===== src/verilog/dmaevf_pkg.sv =====
// Constants, field layout and helper functions for the DMA channel event flags.
// Assumes a 32-bit register bus with word-only access and eight channels.
package dmaevf_pkg;

    localparam int NUM_CH = 8;
    localparam int FLAGS_PER_CH = 4;
    localparam int WORD_W = 32;

    // Register offsets inside the DMA register window
    localparam logic [7:0] STATUS_OFS = 8'h00;
    localparam logic [7:0] CLEAR_OFS = 8'h04;

    // Field positions inside each channel nibble
    localparam int ANY_POS = 0;
    localparam int DONE_POS = 1;
    localparam int HALF_POS = 2;
    localparam int FAULT_POS = 3;

    localparam logic [3:0] FLAGS_RESET = 4'h0;
    localparam logic [31:0] RDATA_RESET = 32'h0000_0000;

    // Bus encodings
    localparam logic [2:0] HSIZE_WORD = 3'h2;

    typedef enum {
        DMAEVF_BUS_OK,
        DMAEVF_BUS_ERR1,
        DMAEVF_BUS_ERR2
    } dmaevf_bus_e;

    // Places bit c of a per-channel vector at bit 4*c+pos of a status word
    function automatic logic [WORD_W-1:0] dmaevf_spread(input logic [NUM_CH-1:0] v, input int pos);
        logic [WORD_W-1:0] w;
        w = '0;
        for (int c = 0; c < NUM_CH; c++) begin
            w[c*FLAGS_PER_CH+pos] = v[c];
        end
        return w;
    endfunction

    // Picks one field of every channel out of a status or clear word
    function automatic logic [NUM_CH-1:0] dmaevf_field(input logic [WORD_W-1:0] w, input int pos);
        logic [NUM_CH-1:0] v;
        v = '0;
        for (int c = 0; c < NUM_CH; c++) begin
            v[c] = w[c*FLAGS_PER_CH+pos];
        end
        return v;
    endfunction

endpackage


===== src/verilog/dmaevf_chan_if.sv =====
// Event and clear lines of one channel between the bus logic and its flag store.
// Assumes set and clear strobes are one-cycle pulses on the bus clock.
`timescale 1ns/10ps
interface dmaevf_chan_if;
    logic set_done;
    logic set_half;
    logic set_fault;
    logic [3:0] clr;
    logic [3:0] flags;

    modport core (input set_done, input set_half, input set_fault, input clr, output flags);
    modport ctrl (output set_done, output set_half, output set_fault, output clr, input flags);
endinterface


===== src/verilog/dmaevf_chan_flags.sv =====
// Four sticky event flags of one DMA channel.
// Assumes the clear nibble is already masked to a single bus write cycle.
`timescale 1ns/10ps
module dmaevf_chan_flags (
    input wire logic clk_i,
    input wire logic rst_i,
    dmaevf_chan_if.core ch
);

    logic any_event;
    logic clr_all;

    assign any_event = ch.set_done | ch.set_half | ch.set_fault;
    assign clr_all = ch.clr[dmaevf_pkg::ANY_POS];

    // Set term is ORed last so a colliding event survives the clear
    always_ff @(posedge clk_i) begin
        if (rst_i) begin
            ch.flags <= dmaevf_pkg::FLAGS_RESET;
        end else begin
            ch.flags[dmaevf_pkg::ANY_POS] <= (ch.flags[dmaevf_pkg::ANY_POS] & ~clr_all) | any_event;
            ch.flags[dmaevf_pkg::DONE_POS] <= (ch.flags[dmaevf_pkg::DONE_POS]
                & ~(ch.clr[dmaevf_pkg::DONE_POS] | clr_all)) | ch.set_done;
            ch.flags[dmaevf_pkg::HALF_POS] <= (ch.flags[dmaevf_pkg::HALF_POS]
                & ~(ch.clr[dmaevf_pkg::HALF_POS] | clr_all)) | ch.set_half;
            ch.flags[dmaevf_pkg::FAULT_POS] <= (ch.flags[dmaevf_pkg::FAULT_POS]
                & ~(ch.clr[dmaevf_pkg::FAULT_POS] | clr_all)) | ch.set_fault;
        end
    end

endmodule // dmaevf_chan_flags


===== src/verilog/dmaevf_top.sv =====
// Event flag bank of an eight-channel DMA: read-only status word, write-only clear word.
// Assumes an AHB-Lite style word-only slave port and one-cycle event pulses from the channel engines.
//
// Behaviour
// - Status word gives channel c bits 4c..4c+3: any, done, halfway, fault.
// - A finished transfer sets that channel's done flag.
// - Reaching the half-transfer point sets that channel's halfway flag.
// - A transfer error sets that channel's fault flag.
// - Any done, halfway or fault event also sets the channel's any-event flag.
// - Only hardware events set flags; status word writes change nothing.
// - A set flag stays set until a one is written to its clear bit or to its channel's clear-all bit.
// - All flags reset to zero; zero means no event since reset or clear.
// - Clear word decodes at offset 0x04, status word at offset 0x00.
// - Writing the channel clear-all bit clears all four flags of that channel.
// - Clear word is write-only; zero bits leave flags unchanged.
// - A fault stops the channel; its interrupt needs the fault enable.
// - Halfway, done and fault events reach the interrupt through separate enables.
`timescale 1ns/10ps
module dmaevf_top (
    input wire logic REF_CLK_I,
    input wire logic RST_I,
    input wire logic HSEL_I,
    input wire logic [7:0] HADDR_I,
    input wire logic [1:0] HTRANS_I,
    input wire logic HWRITE_I,
    input wire logic [2:0] HSIZE_I,
    input wire logic [31:0] HWDATA_I,
    input wire logic HREADY_I,
    output logic [31:0] HRDATA_O,
    output logic HREADYOUT_O,
    output logic HRESP_O,
    input wire logic [7:0] CH_DONE_I,
    input wire logic [7:0] CH_HALF_I,
    input wire logic [7:0] CH_FAULT_I,
    input wire logic [7:0] DONE_IRQ_ENABLE_I,
    input wire logic [7:0] HALFWAY_IRQ_ENABLE_I,
    input wire logic [7:0] FAULT_IRQ_ENABLE_I,
    output logic [7:0] CH_STOP_O,
    output logic [7:0] CH_IRQ_O
);

    localparam int NCH = dmaevf_pkg::NUM_CH;
    localparam int FPC = dmaevf_pkg::FLAGS_PER_CH;

    dmaevf_pkg::dmaevf_bus_e bus_state_reg;
    logic addr_valid;
    logic size_ok;
    logic wr_clear_reg;
    logic [31:0] rdata_reg;
    logic [31:0] status_word;
    logic [31:0] clr_word;
    logic [7:0] stop_reg;
    logic [7:0] irq_reg;
    logic [7:0] irq_next;

    dmaevf_chan_if chan_if[NCH]();

    // Address phase: HSEL with HTRANS NONSEQ or SEQ while the bus is ready
    assign addr_valid = HSEL_I & HREADY_I & HTRANS_I[1];
    assign size_ok = (HSIZE_I == dmaevf_pkg::HSIZE_WORD);

    // Bytes and halfwords answer with a two-cycle error
    always_ff @(posedge REF_CLK_I) begin
        if (RST_I) begin
            bus_state_reg <= dmaevf_pkg::DMAEVF_BUS_OK;
        end else begin
            unique case (bus_state_reg)
                dmaevf_pkg::DMAEVF_BUS_ERR1: begin
                    bus_state_reg <= dmaevf_pkg::DMAEVF_BUS_ERR2;
                end
                dmaevf_pkg::DMAEVF_BUS_OK, dmaevf_pkg::DMAEVF_BUS_ERR2: begin
                    if (addr_valid && !size_ok) begin
                        bus_state_reg <= dmaevf_pkg::DMAEVF_BUS_ERR1;
                    end else begin
                        bus_state_reg <= dmaevf_pkg::DMAEVF_BUS_OK;
                    end
                end
            endcase
        end
    end

    assign HREADYOUT_O = (bus_state_reg != dmaevf_pkg::DMAEVF_BUS_ERR1);
    assign HRESP_O = (bus_state_reg != dmaevf_pkg::DMAEVF_BUS_OK);

    // Only the clear word accepts writes; the status word ignores them
    always_ff @(posedge REF_CLK_I) begin
        if (RST_I) begin
            wr_clear_reg <= 1'b0;
        end else begin
            wr_clear_reg <= addr_valid & size_ok & HWRITE_I & (HADDR_I == dmaevf_pkg::CLEAR_OFS);
        end
    end

    // Write data arrives one cycle after the address, so the clear acts then
    assign clr_word = wr_clear_reg ? HWDATA_I : '0;

    // Status is sampled at the address phase; the clear word reads as zero
    always_ff @(posedge REF_CLK_I) begin
        if (RST_I) begin
            rdata_reg <= dmaevf_pkg::RDATA_RESET;
        end else if (addr_valid && size_ok && !HWRITE_I) begin
            rdata_reg <= (HADDR_I == dmaevf_pkg::STATUS_OFS) ? status_word : '0;
        end
    end

    assign HRDATA_O = rdata_reg;

    genvar g;
    generate
        for (g = 0; g < NCH; g++) begin : g_ch
            assign chan_if[g].set_done = CH_DONE_I[g];
            assign chan_if[g].set_half = CH_HALF_I[g];
            assign chan_if[g].set_fault = CH_FAULT_I[g];
            assign chan_if[g].clr = clr_word[g*FPC +: FPC];
            assign status_word[g*FPC +: FPC] = chan_if[g].flags;

            dmaevf_chan_flags u_flags (
                .clk_i(REF_CLK_I),
                .rst_i(RST_I),
                .ch(chan_if[g].core)
            );
        end
    endgenerate

    // Interrupts follow the sticky flags, so they hold until software clears
    assign irq_next = (dmaevf_pkg::dmaevf_field(status_word, dmaevf_pkg::DONE_POS) & DONE_IRQ_ENABLE_I)
        | (dmaevf_pkg::dmaevf_field(status_word, dmaevf_pkg::HALF_POS) & HALFWAY_IRQ_ENABLE_I)
        | (dmaevf_pkg::dmaevf_field(status_word, dmaevf_pkg::FAULT_POS) & FAULT_IRQ_ENABLE_I);

    always_ff @(posedge REF_CLK_I) begin
        if (RST_I) begin
            irq_reg <= '0;
        end else begin
            irq_reg <= irq_next;
        end
    end

    // One-cycle pulse telling the channel config to drop its enable bit
    always_ff @(posedge REF_CLK_I) begin
        if (RST_I) begin
            stop_reg <= '0;
        end else begin
            stop_reg <= CH_FAULT_I;
        end
    end

    assign CH_IRQ_O = irq_reg;
    assign CH_STOP_O = stop_reg;

    // Checks
    logic [31:0] set_all;
    logic [31:0] clr_eff;
    logic [31:0] en_mask;
    logic [31:0] irq_src;

    assign set_all = dmaevf_pkg::dmaevf_spread(CH_DONE_I, dmaevf_pkg::DONE_POS)
        | dmaevf_pkg::dmaevf_spread(CH_HALF_I, dmaevf_pkg::HALF_POS)
        | dmaevf_pkg::dmaevf_spread(CH_FAULT_I, dmaevf_pkg::FAULT_POS)
        | dmaevf_pkg::dmaevf_spread(CH_DONE_I | CH_HALF_I | CH_FAULT_I, dmaevf_pkg::ANY_POS);
    assign clr_eff = clr_word
        | dmaevf_pkg::dmaevf_spread(dmaevf_pkg::dmaevf_field(clr_word, dmaevf_pkg::ANY_POS), dmaevf_pkg::DONE_POS)
        | dmaevf_pkg::dmaevf_spread(dmaevf_pkg::dmaevf_field(clr_word, dmaevf_pkg::ANY_POS), dmaevf_pkg::HALF_POS)
        | dmaevf_pkg::dmaevf_spread(dmaevf_pkg::dmaevf_field(clr_word, dmaevf_pkg::ANY_POS), dmaevf_pkg::FAULT_POS);

    // Enables laid over the status layout, so the check does not reuse the interrupt path
    assign en_mask = dmaevf_pkg::dmaevf_spread(DONE_IRQ_ENABLE_I, dmaevf_pkg::DONE_POS)
        | dmaevf_pkg::dmaevf_spread(HALFWAY_IRQ_ENABLE_I, dmaevf_pkg::HALF_POS)
        | dmaevf_pkg::dmaevf_spread(FAULT_IRQ_ENABLE_I, dmaevf_pkg::FAULT_POS);
    assign irq_src = status_word & en_mask;
endmodule // dmaevf_top


===== config.mk =====
export PLATFORM = sky130hd
export DESIGN_NAME = dmaevf_top
export DESIGN_NICKNAME = d
export VERILOG_FILES = /design/src/verilog/dmaevf_pkg.sv /design/src/verilog/dmaevf_chan_if.sv /design/src/verilog/dmaevf_chan_flags.sv /design/src/verilog/dmaevf_top.sv
export SDC_FILE = /design/constraint.sdc
export NUM_CORES = 1
export LEC_CHECK = 0
export BUFFER_PORTS_ARGS = -buffer_cell sky130_fd_sc_hd__buf_4
export CORE_MARGIN = 2
export CORE_UTILIZATION = 45
export DETAILED_ROUTE_END_ITERATION = 10
export PLACE_DENSITY_LB_ADDON = 0.1
export SLEW_MARGIN = 20
export SYNTH_ARGS = -nofsm -noshare
export SYNTH_HDL_FRONTEND = slang
export SYNTH_SLANG_ARGS = --single-unit

===== constraint.sdc =====
create_clock -name REF_CLK_I -period 3.7 [get_ports REF_CLK_I]
set_input_delay 0.74 -clock REF_CLK_I [delete_from_list [all_inputs] [get_ports REF_CLK_I]]
set_output_delay 0.74 -clock REF_CLK_I [all_outputs]
set_load 0.05 [all_outputs]

**After elaboration in Yosys (flattened, before gate mapping)**

Cells that the tools add are included.

- Mux-type cells: 4
- Equal/unequal tests: 5
- Reductions and logical operators: 9
- Bitwise operators: 146

Operators by type and width:

| kind | count |
|---|---|
| 1-bit bitwise OR | 72 |
| 32-bit 2-to-1 mux | 2 |
| 32-bit case mux with 2 select lines | 1 |
| 1-bit bitwise AND | 37 |
| 32-bit by 1-bit equality test with 1-bit output (second input constant) | 1 |
| 32-bit by 2-bit equality test with 1-bit output (second input constant) | 1 |
| 32-bit logical NOT | 1 |
| 32-bit by 2-bit inequality test with 1-bit output (second input constant) | 1 |
| 1-bit NOT | 32 |
| 32-bit nonzero test | 1 |
| 8-bit bitwise AND | 3 |
| 8-bit bitwise OR | 2 |
| 8-bit by 3-bit equality test with 1-bit output (second input constant) | 1 |
| 8-bit logical NOT | 1 |
| 3-bit by 2-bit equality test with 1-bit output (second input constant) | 1 |
| 1-bit logical AND | 3 |
| 1-bit logical NOT | 2 |
| 2-bit OR reduction | 1 |
| 1-bit 2-to-1 mux | 1 |

- Word-level logic and storage cells: 177
- Register bits: 113
- Input bits: 98

**Longest topological paths before layout**

Gate-level depths: netlist (run 1).

- Word-level depth: 5
- Mapped depth: 6
- Gate-level depth less buffers: 3

**By module**

Synthesis (run 1) repeated with hierarchy kept, for this count alone.

- Cells, all modules: 290
- Area total of the unflattened synthesis: 3110.5 sq um

Modules (own cells, without submodules):

| module | area each (sq um) | cells an instance | instances |
|---|---|---|---|
| dmaevf_top | 1929.4 | 170 | 1 |
| dmaevf_chan_flags | 147.6 | 15 | 8 |

**Worst setup path after synthesis (run 1)**

Ideal clock, no wire load.

- Kind: in2reg
- Start: input RST_I
- End: register rdata_reg[0] (netlist: HRDATA_O[0])
- Arrival time: 1565 ps
- Path slack: 2017 ps
- Stages on the path: 6
- Setup time: 117 ps
- Required time: 3583 ps
- Cells stage by stage: clkbuf_2 > nor2b_1 > and4_1 > buf_6 > buf_6 > a32o_1

RTL lines:

| what | RTL line | text |
|---|---|---|
| from (decl) | dmaevf_top.sv:21 | `input wire logic RST_I,` |
| to (signal assigned) | dmaevf_top.sv:100 | `rdata_reg <= dmaevf_pkg::RDATA_RESET;` |
| to (signal assigned) | dmaevf_top.sv:102 | `rdata_reg <= (HADDR_I == dmaevf_pkg::STATUS_OFS) ? status_word : '0;` |
| to (decl) | dmaevf_top.sv:49 | `logic [31:0] rdata_reg;` |

==> metrics.json, run 1 <==
{
  "grt": {
    "gr-usage-met1_pct": 27.3,
    "global_route.usage.met3_pct": 6.66,
    "grt_pass1_vias": 2653,
    "grt_overflow_total": 0,
    "global_route.peak_usage_layer": "met2",
    "overall_fraction_of_global_route_tracks_in_use_pct": 21.8,
    "grt_antenna_before_repair": 0,
    "grt_pass1_wl_mm": 12.4,
    "met2_demand_to_capacity_share_in_global_routing_pct": 34.2,
    "grt_max_degree": 52
  },
  "cts": {
    "tritoncts": "done",
    "cts_resized": 0,
    "cts_made_buffers": 9,
    "cts.reportedPaths.clkPinSlew_ns": 0.08,
    "cts_hold_repair.buffers": 0,
    "worst_skew_pair.late_latency_ns": 0.34,
    "postCtsSetupRepairBufs": 0,
    "clock-root-buffer": "sky130_fd_sc_hd__clkbuf_8",
    "clock_sinks": 83,
    "cts-htree-levels": 3,
    "ctsLongestPathBuffers": 2
  },
  "hold_path": {
    "worstHoldPathType": "reg -> reg"
  },
  "detailed_routing": {
    "detailroute.via_count": 2670,
    "postRouteAntennaNets": 0,
    "detailedRoute.firstIterationViolations": 142,
    "postRouteWirelength_mm": 7.54,
    "wl_per_cell_um": 15.4,
    "dr.pass1.iters": 6,
    "vias_per_cell": 5.45,
    "drc_errors": 0
  },
  "timing": {
    "slew_violations": 0,
    "totalNegativeSetupSlack_ns": 0,
    "tightestPinTransition_ns": 1.00,
    "setup_viol": 0,
    "post_route_clock_skew_ns": 0.00769,
    "grt_setup_unrepaired": "no",
    "slew_headroom_pct": 33.3,
    "fmax_mhz": 476,
    "finalCriticalPeriod_ns": 2.10,
    "layout_worst_path_cycle_share_pct": 56.8,
    "final-hold-violation-count": 0
  },
  "synthesis": {
    "syn-num-nets": 368,
    "synth.cell_area_um2": 2830,
    "avgSynthCellArea_um2": 10.5,
    "ys_warn_count": 0,
    "synth_sequential_area_ratio_pct": 58.8,
    "ys_seq_elements": 83,
    "synth.lib_cells_used.distinct": 24,
    "post_synth_inst_count": 270
  },
  "layout": {
    "layout.core_utilization_pct": 69.9,
    "layout.cells.most_common": "sky130_fd_sc_hd__buf_4",
    "fillers": 483,
    "area_growth_syn_to_layout_pct": 48.2,
    "antenna_cells_inserted": 0,
    "multi_input_gate_area_um2": 1070,
    "finish.net_count": 509,
    "fraction_of_layout_instances_using_a_drive_strength_above_1_pct": 40.7,
    "final-seq-area_um2": 1660,
    "commonest_cells_after_routing_fill_and_taps_aside": "sky130_fd_sc_hd__buf_4 (149), sky130_fd_sc_hd__dfxtp_1 (83), sky130_fd_sc_hd__nor2_1 (40), sky130_fd_sc_hd__a32o_1 (32)"
  },
  "floorplan": {
    "dieWidth_um": 83.3,
    "coreArea_um2": 5990,
    "core.rowCount": 28,
    "initial_utilization_pct": 47.2,
    "die_y_um": 83.3,
    "die-area_um2": 6930,
    "boundary_pin_count": 148
  },
  "setup_path": {
    "worst-endpoint-arrival_ns": 2.39,
    "timing.critical_path.fanout_max": 51,
    "cp-start-kind": "primary input",
    "required_time_of_the_critical_path_ns": 3.98,
    "worst_setup_path_end_kind": "flip-flop",
    "critPathKind": "in -> reg"
  },
  "job": {
    "max-cap-violations": 0
  },
  "placement": {
    "detailedPlacementHpwl_mm": 5.34,
    "gp_routability_congestion": 0.798,
    "placement.io_buffers": 146
  },
  "pwr": {
    "power_per_cell_area_nw_per_um2": 465,
    "irDropWorstVdd_v": 0.000255,
    "cellLeakagePower_nw": 1.81
  },
  "outcome": {
    "outcome": "finished, final reports clean"
  }
}
report_power, final:
group          internal (mW)  switching (mW)
combinational          0.104           0.106
sequential             0.929          0.0223
clock                  0.481           0.306
total                   1.51           0.434
final timing paths:
| check | end | cells past startpoint | start | slack [ns] |
|---|---|---|---|---|
| worst max register to register | g_ch[0].u_flags.ch.flags[0] | 3 | wr_clear_reg | 1.92 |
| worst max-delay path | HRDATA_O[19] | 5 | RST_I | 1.60 |
| worst min-delay path | HRDATA_O[11] | 1 | HRDATA_O[11] | 0.47 |
| worst min register to register | HRDATA_O[11] | 1 | HRDATA_O[11] | 0.47 |
synth_stat cells:
cell type	instances	share of area (%)
sky130_fd_sc_hd__nand2b_1	1	0.22
sky130_fd_sc_hd__clkbuf_1	8	1.1
sky130_fd_sc_hd__nor2b_1	10	2.2
sky130_fd_sc_hd__nor3_1	2	0.35
sky130_fd_sc_hd__nor2_1	40	5.3
sky130_fd_sc_hd__nand4_1	1	0.22
sky130_fd_sc_hd__clkbuf_2	1	0.18
sky130_fd_sc_hd__and4b_1	1	0.35
sky130_fd_sc_hd__buf_1	1	0.13
sky130_fd_sc_hd__buf_2	5	0.88
sky130_fd_sc_hd__nor4_2	1	0.44
sky130_fd_sc_hd__buf_6	4	1.6
sky130_fd_sc_hd__a21oi_1	25	4.4
sky130_fd_sc_hd__a2111oi_0	8	2.5
sky130_fd_sc_hd__a222oi_1	8	2.8
sky130_fd_sc_hd__dfxtp_1	83	59
sky130_fd_sc_hd__nand2_1	10	1.3
sky130_fd_sc_hd__and4_1	1	0.31
sky130_fd_sc_hd__or2_2	1	0.22
sky130_fd_sc_hd__a32o_1	32	11
sky130_fd_sc_hd__o21ai_0	24	4.2
sky130_fd_sc_hd__nor4b_1	1	0.31
sky130_fd_sc_hd__nor3b_2	1	0.44
sky130_fd_sc_hd__nor3_2	1	0.35
final cells by class:
| class | instances | area share (%) |
|---|---|---|
| well taps | 75 | 2.24 |
| clock inverters | 4 | 2.33 |
| multi-input cells | 168 | 25.5 |
| flip-flops and latches | 83 | 39.7 |
| repair buffers | 149 | 26.7 |
| clock buffers | 11 | 3.61 |
critical path, cell delays in order:
cell	delay, ns
sky130_fd_sc_hd__buf_4	0.28
sky130_fd_sc_hd__nor2b_1	0.24
sky130_fd_sc_hd__and4_1	0.55
sky130_fd_sc_hd__buf_4	0.35
sky130_fd_sc_hd__a32o_1	0.21
cell families after synthesis:
group | Yosys count | synth area share [%]
AO/OA/AOI/OAI | 97 | 25.3
AND/OR/NAND/NOR | 71 | 12.1
flip-flops | 83 | 58.8
buffers and inverters | 19 | 3.85
routing by layer:
layer,vias up,wire [um]
met3,15,624
met2,111,3420
met1,1241,3330
met5,-,0
met4,0,167
li1,1303,-
stage by stage:
| stage | power, mW | setup slack (ns) | instance area (um2) | hold slack [ns] | std cells |
|---|---|---|---|---|---|
| after global placement | 1.18 | 1.28 | 3940 | 0.448 | 475 |
| after floorplan | 1.06 | 2.02 | 2830 | 0.430 | 270 |
| after detailed placement | 1.18 | 1.25 | 3940 | 0.455 | 475 |
| after global routing | 2.02 | 1.48 | 4190 | 0.492 | 490 |
| final | 1.95 | 1.60 | 4190 | 0.471 | 490 |
| after CTS | 1.96 | 1.60 | 4190 | 0.473 | 490 |
Note: power is estimated with default switching activity, not from simulation.
==> run 2: changes to the inputs <==
--- a/config.mk
+++ b/config.mk
@@ -7,7 +7,7 @@
 export LEC_CHECK = 0
 export BUFFER_PORTS_ARGS = -buffer_cell sky130_fd_sc_hd__buf_4
 export CORE_MARGIN = 2
-export CORE_UTILIZATION = 45
+export CORE_UTILIZATION = 40
 export DETAILED_ROUTE_END_ITERATION = 10
 export PLACE_DENSITY_LB_ADDON = 0.1
 export SLEW_MARGIN = 20
==> constraint.sdc (replaced) <==
create_clock -name REF_CLK_I -period 1.7 [get_ports REF_CLK_I]
set_input_delay 0.34 -clock REF_CLK_I [delete_from_list [all_inputs] [get_ports REF_CLK_I]]
set_output_delay 0.34 -clock REF_CLK_I [all_outputs]
set_load 0.05 [all_outputs]
==> run 2 against run 1 <==
Utilization is 8.2 points lower. Global-route usage shrank 2.6 points. Sequential cell count stayed put. Wire length grew 0.13%. Sequential power is 120% higher. Cell count rose by 5.3%. Register-to-register slack got worse by 1.5 ns. First-iteration DRC count fell by 15%. Critical path type is now reg -> out. Critical endpoint is now HRESP_O.
==> metrics.json, run 2 (synthesis gave the netlist of run 1 again) <==
{
  "outcome": {
    "outcome": "finished, final reports clean"
  },
  "detailed_routing": {
    "drc_errors": 0,
    "vias_per_cell": 5.12,
    "postRouteWirelength_mm": 7.55,
    "detailroute.via_count": 2644,
    "wl_per_cell_um": 14.6,
    "detailedRoute.firstIterationViolations": 120,
    "postRouteAntennaNets": 0,
    "dr.pass1.iters": 5
  },
  "grt": {
    "grt_overflow_total": 0,
    "overall_fraction_of_global_route_tracks_in_use_pct": 19.2,
    "grt_pass1_vias": 2422,
    "grt_antenna_before_repair": 0,
    "grt_max_degree": 33,
    "grt_pass1_wl_mm": 11.6
  },
  "timing": {
    "slew_violations": 0,
    "layout_worst_path_cycle_share_pct": 87.1,
    "slew_headroom_pct": 44.5,
    "finalCriticalPeriod_ns": 1.48,
    "final-hold-violation-count": 0,
    "hold_slack_ns": 0.206,
    "fmax_mhz": 675,
    "grt_setup_unrepaired": "no",
    "tightestPinTransition_ns": 0.830,
    "setup_viol": 0,
    "totalNegativeSetupSlack_ns": 0,
    "post_route_clock_skew_ns": 0.00804
  },
  "setup_path": {
    "r2r.worst_path.cells": 4,
    "timing.critical_path.fanout_max": 4,
    "worst_setup_path_end_kind": "primary output",
    "worst-endpoint-arrival_ns": 1.14,
    "timing.critical_path.slowest_cell_delay_ns": 0.34,
    "crit_slowest_cell": "sky130_fd_sc_hd__dfxtp_1",
    "critPathKind": "reg -> out",
    "r2r-start": "wr_clear_reg",
    "cp-start-kind": "flip-flop",
    "timing.critical_path.cells": "or2_2, buf_4",
    "timing.critical_path.to": "HRESP_O",
    "setup.reg_to_reg.worst_slack_ns": 0.42,
    "critical_path.reg2reg.endpoint": "g_ch[4].u_flags.ch.flags[0]",
    "required_time_of_the_critical_path_ns": 1.36,
    "timing.critical_path.from": "bus_state_reg[0]"
  },
  "pwr": {
    "irDropWorstVdd_v": 0.000417,
    "cellLeakagePower_nw": 1.81,
    "power_per_cell_area_nw_per_um2": 932
  },
  "cts": {
    "cts_resized": 0,
    "clock-root-buffer": "sky130_fd_sc_hd__clkbuf_8",
    "cts-htree-levels": 3,
    "cts_made_buffers": 9,
    "ctsLongestPathBuffers": 2,
    "cts_hold_repair.buffers": 0,
    "clock_sinks": 83,
    "cts.reportedPaths.clkPinSlew_ns": 0.08,
    "worst_skew_pair.late_latency_ns": 0.34,
    "postCtsSetupRepairBufs": 0,
    "tritoncts": "done"
  },
  "job": {
    "max-cap-violations": 0
  },
  "layout": {
    "commonest_cells_after_routing_fill_and_taps_aside": "sky130_fd_sc_hd__buf_4 (153), sky130_fd_sc_hd__dfxtp_1 (83), sky130_fd_sc_hd__nor2_1 (40), sky130_fd_sc_hd__a32o_1 (32)",
    "area_growth_syn_to_layout_pct": 49.2,
    "multi_input_gate_area_um2": 1070,
    "fillers": 628,
    "final_cells": 516,
    "finish.net_count": 514,
    "layout.cells.most_common": "sky130_fd_sc_hd__buf_4",
    "antenna_cells_inserted": 0,
    "layout.core_utilization_pct": 61.7,
    "fraction_of_layout_instances_using_a_drive_strength_above_1_pct": 41.4,
    "final-seq-area_um2": 1660
  },
  "floorplan": {
    "die-area_um2": 7760,
    "core.rowCount": 30,
    "boundary_pin_count": 148,
    "dieWidth_um": 88.1,
    "die_y_um": 88.1,
    "initial_utilization_pct": 41.4,
    "coreArea_um2": 6830
  },
  "placement": {
    "gp_routability_congestion": 0.777,
    "detailedPlacementHpwl_mm": 5.57,
    "place_inst": 501,
    "placement.io_buffers": 146
  },
  "hold_path": {
    "worstHoldPathType": "in -> reg"
  }
}
run 2: cell count changes in the layout (fill, tap and decap cells not counted):
cell / before / now
sky130_fd_sc_hd__buf_4: 149 / 153
sky130_fd_sc_hd__bufinv_16: 3 / 1
sky130_fd_sc_hd__buf_12: 0 / 1
sky130_fd_sc_hd__clkbuf_8: 11 / 10
sky130_fd_sc_hd__clkinv_4: 0 / 1
sky130_fd_sc_hd__clkinvlp_4: 1 / 2
sky130_fd_sc_hd__inv_6: 0 / 1
run 2: cell type report:
class / instances / area share [%]
clock buffers: 10 / 3.26
clock inverters: 5 / 1.48
multi-input cells: 168 / 25.3
well taps: 96 / 2.85
repair buffers: 154 / 27.7
flip-flops and latches: 83 / 39.4
run 2: critical path, delay by kind of cell (launching register included):
kind | cells | cell delay (ns)
flops | 1 | 0.34
buf+inv | 1 | 0.19
simple gates | 1 | 0.27
run 2: worst min path at each step:
| stage | startpoint | end | slack [ns] | depth (start not counted) |
|---|---|---|---|---|
| floorplan | bus_state_reg[0] | bus_state_reg[0] | 0.43 | 1 |
| global placement | HRDATA_O[8] | HRDATA_O[8] | 0.45 | 1 |
| detailed placement | bus_state_reg[0] | bus_state_reg[0] | 0.45 | 1 |
| CTS | CH_DONE_I[2] | g_ch[2].u_flags.ch.flags[1] | 0.20 | 3 |
| global route | CH_DONE_I[2] | g_ch[2].u_flags.ch.flags[1] | 0.20 | 3 |
| finish | CH_DONE_I[2] | g_ch[2].u_flags.ch.flags[1] | 0.21 | 3 |
run 2: stage by stage:
step | worst slack, ns | total power, mW | area, um2
2_1_floorplan | 0.417 | 2.31 | 2830
3_3_place_gp | -0.0334 | 2.57 | 4020
3_5_place_dp | -0.0461 | 2.58 | 4020
4_1_cts | 0.210 | 3.97 | 4220
5_1_grt | 0.186 | 4.10 | 4220
6_report | 0.219 | 3.93 | 4220
run 2: routing by layer:
layer	part of all wire, %	GRT usage [%]
met3	7.1	4.34
met4	1.3	7.85
met1	44	25.9
met5	0	0
met2	47	30.0
run 2: power breakdown:
group	switching (mW)	internal, mW	total [mW]
clock network	0.684	0.718	1.40
logic	0.227	0.230	0.458
registers	0.0491	2.02	2.07
==> run 3: changes to the inputs <==
--- a/config.mk
+++ b/config.mk
@@ -7,10 +7,11 @@
 export LEC_CHECK = 0
 export BUFFER_PORTS_ARGS = -buffer_cell sky130_fd_sc_hd__buf_4
 export CORE_MARGIN = 2
-export CORE_UTILIZATION = 40
+export CORE_UTILIZATION = 41
 export DETAILED_ROUTE_END_ITERATION = 10
 export PLACE_DENSITY_LB_ADDON = 0.1
 export SLEW_MARGIN = 20
 export SYNTH_ARGS = -nofsm -noshare
 export SYNTH_HDL_FRONTEND = slang
+export SYNTH_HIERARCHICAL = 1
 export SYNTH_SLANG_ARGS = --single-unit
==> run 3 against run 2 <==
Sequential share of layout area down 2.5 points. Sequential cell count unchanged. Hold slack improved by 0.0033 ns. Critical endpoint unchanged. First-iteration DRC count is 30% lower. Register-to-register slack lost 0.08 ns. Highest routed layer unchanged. Cell count increased by 5.0%. Wire length is 6.2% higher. Utilization up 0.082 points. Clock skew shrank 0.0011 ns. Sequential power about the same. Largest power group unchanged. Setup slack gained 0.0051 ns. Area after synthesis increased by 10%.
==> metrics.json, run 3 <==
{
  "floorplan": {
    "boundary_pin_count": 148,
    "dieWidth_um": 91.1,
    "die-area_um2": 8300,
    "die_y_um": 91.1,
    "initial_utilization_pct": 42.7,
    "coreArea_um2": 7290,
    "core.rowCount": 31
  },
  "placement": {
    "placement.io_buffers": 146,
    "place_inst": 526,
    "detailedPlacementHpwl_mm": 5.76,
    "gp_routability_congestion": 0.829
  },
  "synthesis": {
    "synth_sequential_area_ratio_pct": 53.4,
    "syn-num-nets": 388,
    "synth.lib_cells_used.distinct": 26,
    "synth_top_area_share_pct": 53.4,
    "synth.cell_area_um2": 3110,
    "ys_seq_elements": 83,
    "main_area_contributors_after_synthesis": "sky130_fd_sc_hd__dfxtp_1 (53%), sky130_fd_sc_hd__a32o_1 (10%), sky130_fd_sc_hd__or3b_1 (6.8%)",
    "yosysMostFrequentCell": "sky130_fd_sc_hd__dfxtp_1",
    "synth_enable_flop_cells": 0,
    "ys_warn_count": 6,
    "synth_async_sr_flop_share_pct": 0,
    "avgSynthCellArea_um2": 10.7,
    "synth_flop_type": "sky130_fd_sc_hd__dfxtp_1",
    "post_synth_inst_count": 290,
    "synth_commonest_cells": "sky130_fd_sc_hd__dfxtp_1 (83), sky130_fd_sc_hd__a32o_1 (32), sky130_fd_sc_hd__and2_1 (32)",
    "synth_largest_area_cell": "sky130_fd_sc_hd__dfxtp_1"
  },
  "layout": {
    "layout.core_utilization_pct": 61.8,
    "layout.cells.most_common": "sky130_fd_sc_hd__buf_4",
    "final-seq-area_um2": 1660,
    "fraction_of_layout_instances_using_a_drive_strength_above_1_pct": 39.1,
    "finish.net_count": 536,
    "fillers": 679,
    "antenna_cells_inserted": 0,
    "area_growth_syn_to_layout_pct": 44.9,
    "final_cells": 542,
    "multi_input_gate_area_um2": 1260,
    "commonest_cells_after_routing_fill_and_taps_aside": "sky130_fd_sc_hd__buf_4 (150), sky130_fd_sc_hd__dfxtp_1 (82), sky130_fd_sc_hd__and2_1 (32), sky130_fd_sc_hd__a32o_1 (32)"
  },
  "setup_path": {
    "worst-endpoint-arrival_ns": 1.14,
    "timing.critical_path.slowest_cell_delay_ns": 0.33,
    "crit_slowest_cell": "sky130_fd_sc_hd__dfxtp_1",
    "cp-start-kind": "flip-flop",
    "timing.critical_path.cells": "or2_2, buf_4",
    "worst_setup_path_end_kind": "primary output",
    "required_time_of_the_critical_path_ns": 1.36,
    "critPathBufInv": 1,
    "critPathKind": "reg -> out",
    "cp_top_family": "flip-flops",
    "timing.critical_path.fanout_max": 4
  },
  "pwr": {
    "irDropWorstVdd_v": 0.000539,
    "sequential_cell_fraction_of_total_power_pct": 52.3,
    "p_clk_share_pct": 35.3,
    "power_per_cell_area_nw_per_um2": 877,
    "power.share.switching_pct": 24.4,
    "p_comb_share_pct": 12.4,
    "switching_power_mw": 0.965,
    "internal-power_mw": 2.99,
    "cellLeakagePower_nw": 2.09
  },
  "timing": {
    "tightestPinTransition_ns": 0.611,
    "fmax_mhz": 678,
    "final-hold-violation-count": 0,
    "grt_setup_unrepaired": "no",
    "hold_slack_ns": 0.210,
    "layout_worst_path_cycle_share_pct": 86.8,
    "slew_headroom_pct": 59.1,
    "slew_violations": 0,
    "post_route_clock_skew_ns": 0.00698,
    "setup_viol": 0,
    "finalCriticalPeriod_ns": 1.48
  },
  "grt": {
    "grt_overflow_total": 0,
    "grt_max_degree": 33,
    "grt_pass1_wl_mm": 12.8,
    "grt_antenna_before_repair": 0,
    "grt_pass1_vias": 2708,
    "overall_fraction_of_global_route_tracks_in_use_pct": 19.4
  },
  "detailed_routing": {
    "detailroute.via_count": 2745,
    "detailedRoute.firstIterationViolations": 84,
    "postRouteAntennaNets": 0,
    "wl_per_cell_um": 14.8,
    "dr.pass1.iters": 4,
    "drc_errors": 0,
    "vias_per_cell": 5.06,
    "postRouteWirelength_mm": 8.02
  },
  "cts": {
    "tritoncts": "done",
    "cts_made_buffers": 9,
    "clock-root-buffer": "sky130_fd_sc_hd__clkbuf_8",
    "cts-htree-levels": 3,
    "postCtsSetupRepairBufs": 0,
    "worst_skew_pair.late_latency_ns": 0.35,
    "ctsLongestPathBuffers": 2,
    "cts_hold_repair.buffers": 0,
    "clock_sinks": 83,
    "cts.reportedPaths.clkPinSlew_ns": 0.08,
    "cts_resized": 1
  },
  "job": {
    "max-cap-violations": 0
  },
  "hold_path": {
    "worstHoldPathType": "in -> reg"
  },
  "outcome": {
    "outcome": "finished, final reports clean"
  }
}
run 3: cell types whose count changed after synthesis, moves of 8 or more:
cell,change
sky130_fd_sc_hd__o21ai_0,-24
sky130_fd_sc_hd__nand2_1,-8
sky130_fd_sc_hd__a41oi_1,+8
sky130_fd_sc_hd__nand2b_1,+8
sky130_fd_sc_hd__nor2_1,-32
sky130_fd_sc_hd__or3b_1,+24
sky130_fd_sc_hd__and2_1,+32
sky130_fd_sc_hd__a2111oi_0,-8
sky130_fd_sc_hd__inv_1,+24
run 3: metal layers:
| layer | part of all wire, % | global-route usage, % | wire [um] |
|---|---|---|---|
| met1 | 41 | 22.2 | 3300 |
| met2 | 49 | 33.0 | 3920 |
| met3 | 8.0 | 5.73 | 644 |
| met4 | 1.9 | 9.34 | 156 |
| met5 | 0 | 0 | 0 |
run 3: final timing paths:
| path | from | end | slack (ns) | cells past startpoint |
|---|---|---|---|---|
| hold / removal | CH_FAULT_I[6] | CH_STOP_O[6] | 0.21 | 2 |
| setup / recovery | bus_state_reg[0] | HRESP_O | 0.22 | 2 |
| hold reg to reg | bus_state_reg[0] | bus_state_reg[0] | 0.46 | 1 |
| setup reg to reg | wr_clear_reg | g_ch[3].u_flags/ch.flags[2] | 0.34 | 3 |
run 3: layout make-up:
| class | count | area share, % |
|---|---|---|
| Timing Repair Buffer | 152 | 26.0 |
| Sequential cell | 83 | 36.9 |
| Clock buffer | 11 | 3.14 |
| Tap cell | 99 | 2.75 |
| Multi-Input combinational cell | 168 | 28.0 |
| Clock inverter | 5 | 1.17 |
| Inverter | 24 | 2.00 |
run 3: through the flow:
step | setup slack (ns) | setup TNS (ns) | area [um2] | power [mW]
4_1_cts | 0.197 | 0 | 4510 | 4.00
6_report | 0.224 | 0 | 4510 | 3.96
2_1_floorplan | 0.410 | 0 | 3110 | 2.33
3_5_place_dp | 0.00747 | 0 | 4310 | 2.61
5_1_grt | 0.178 | 0 | 4510 | 4.12
3_3_place_gp | -0.0896 | -2.78 | 4290 | 2.60
run 3: logic make-up after synthesis:
| group | after synthesis | synth area share [%] |
|---|---|---|
| and+or+nand+nor | 95 | 21.2 |
| DFF | 83 | 53.4 |
| AOI/OAI and AO/OA | 73 | 19.1 |
| buffers and inverters | 39 | 6.28 |
run 3: power by group through the flow:
stage | logic [mW] | clock network, mW | registers (mW)
floorplan | 0.145 | 0 | 2.19
global placement | 0.482 | 0 | 2.11
detailed placement | 0.493 | 0 | 2.11
CTS | 0.495 | 1.43 | 2.07
global route | 0.530 | 1.51 | 2.08
finish | 0.491 | 1.40 | 2.07
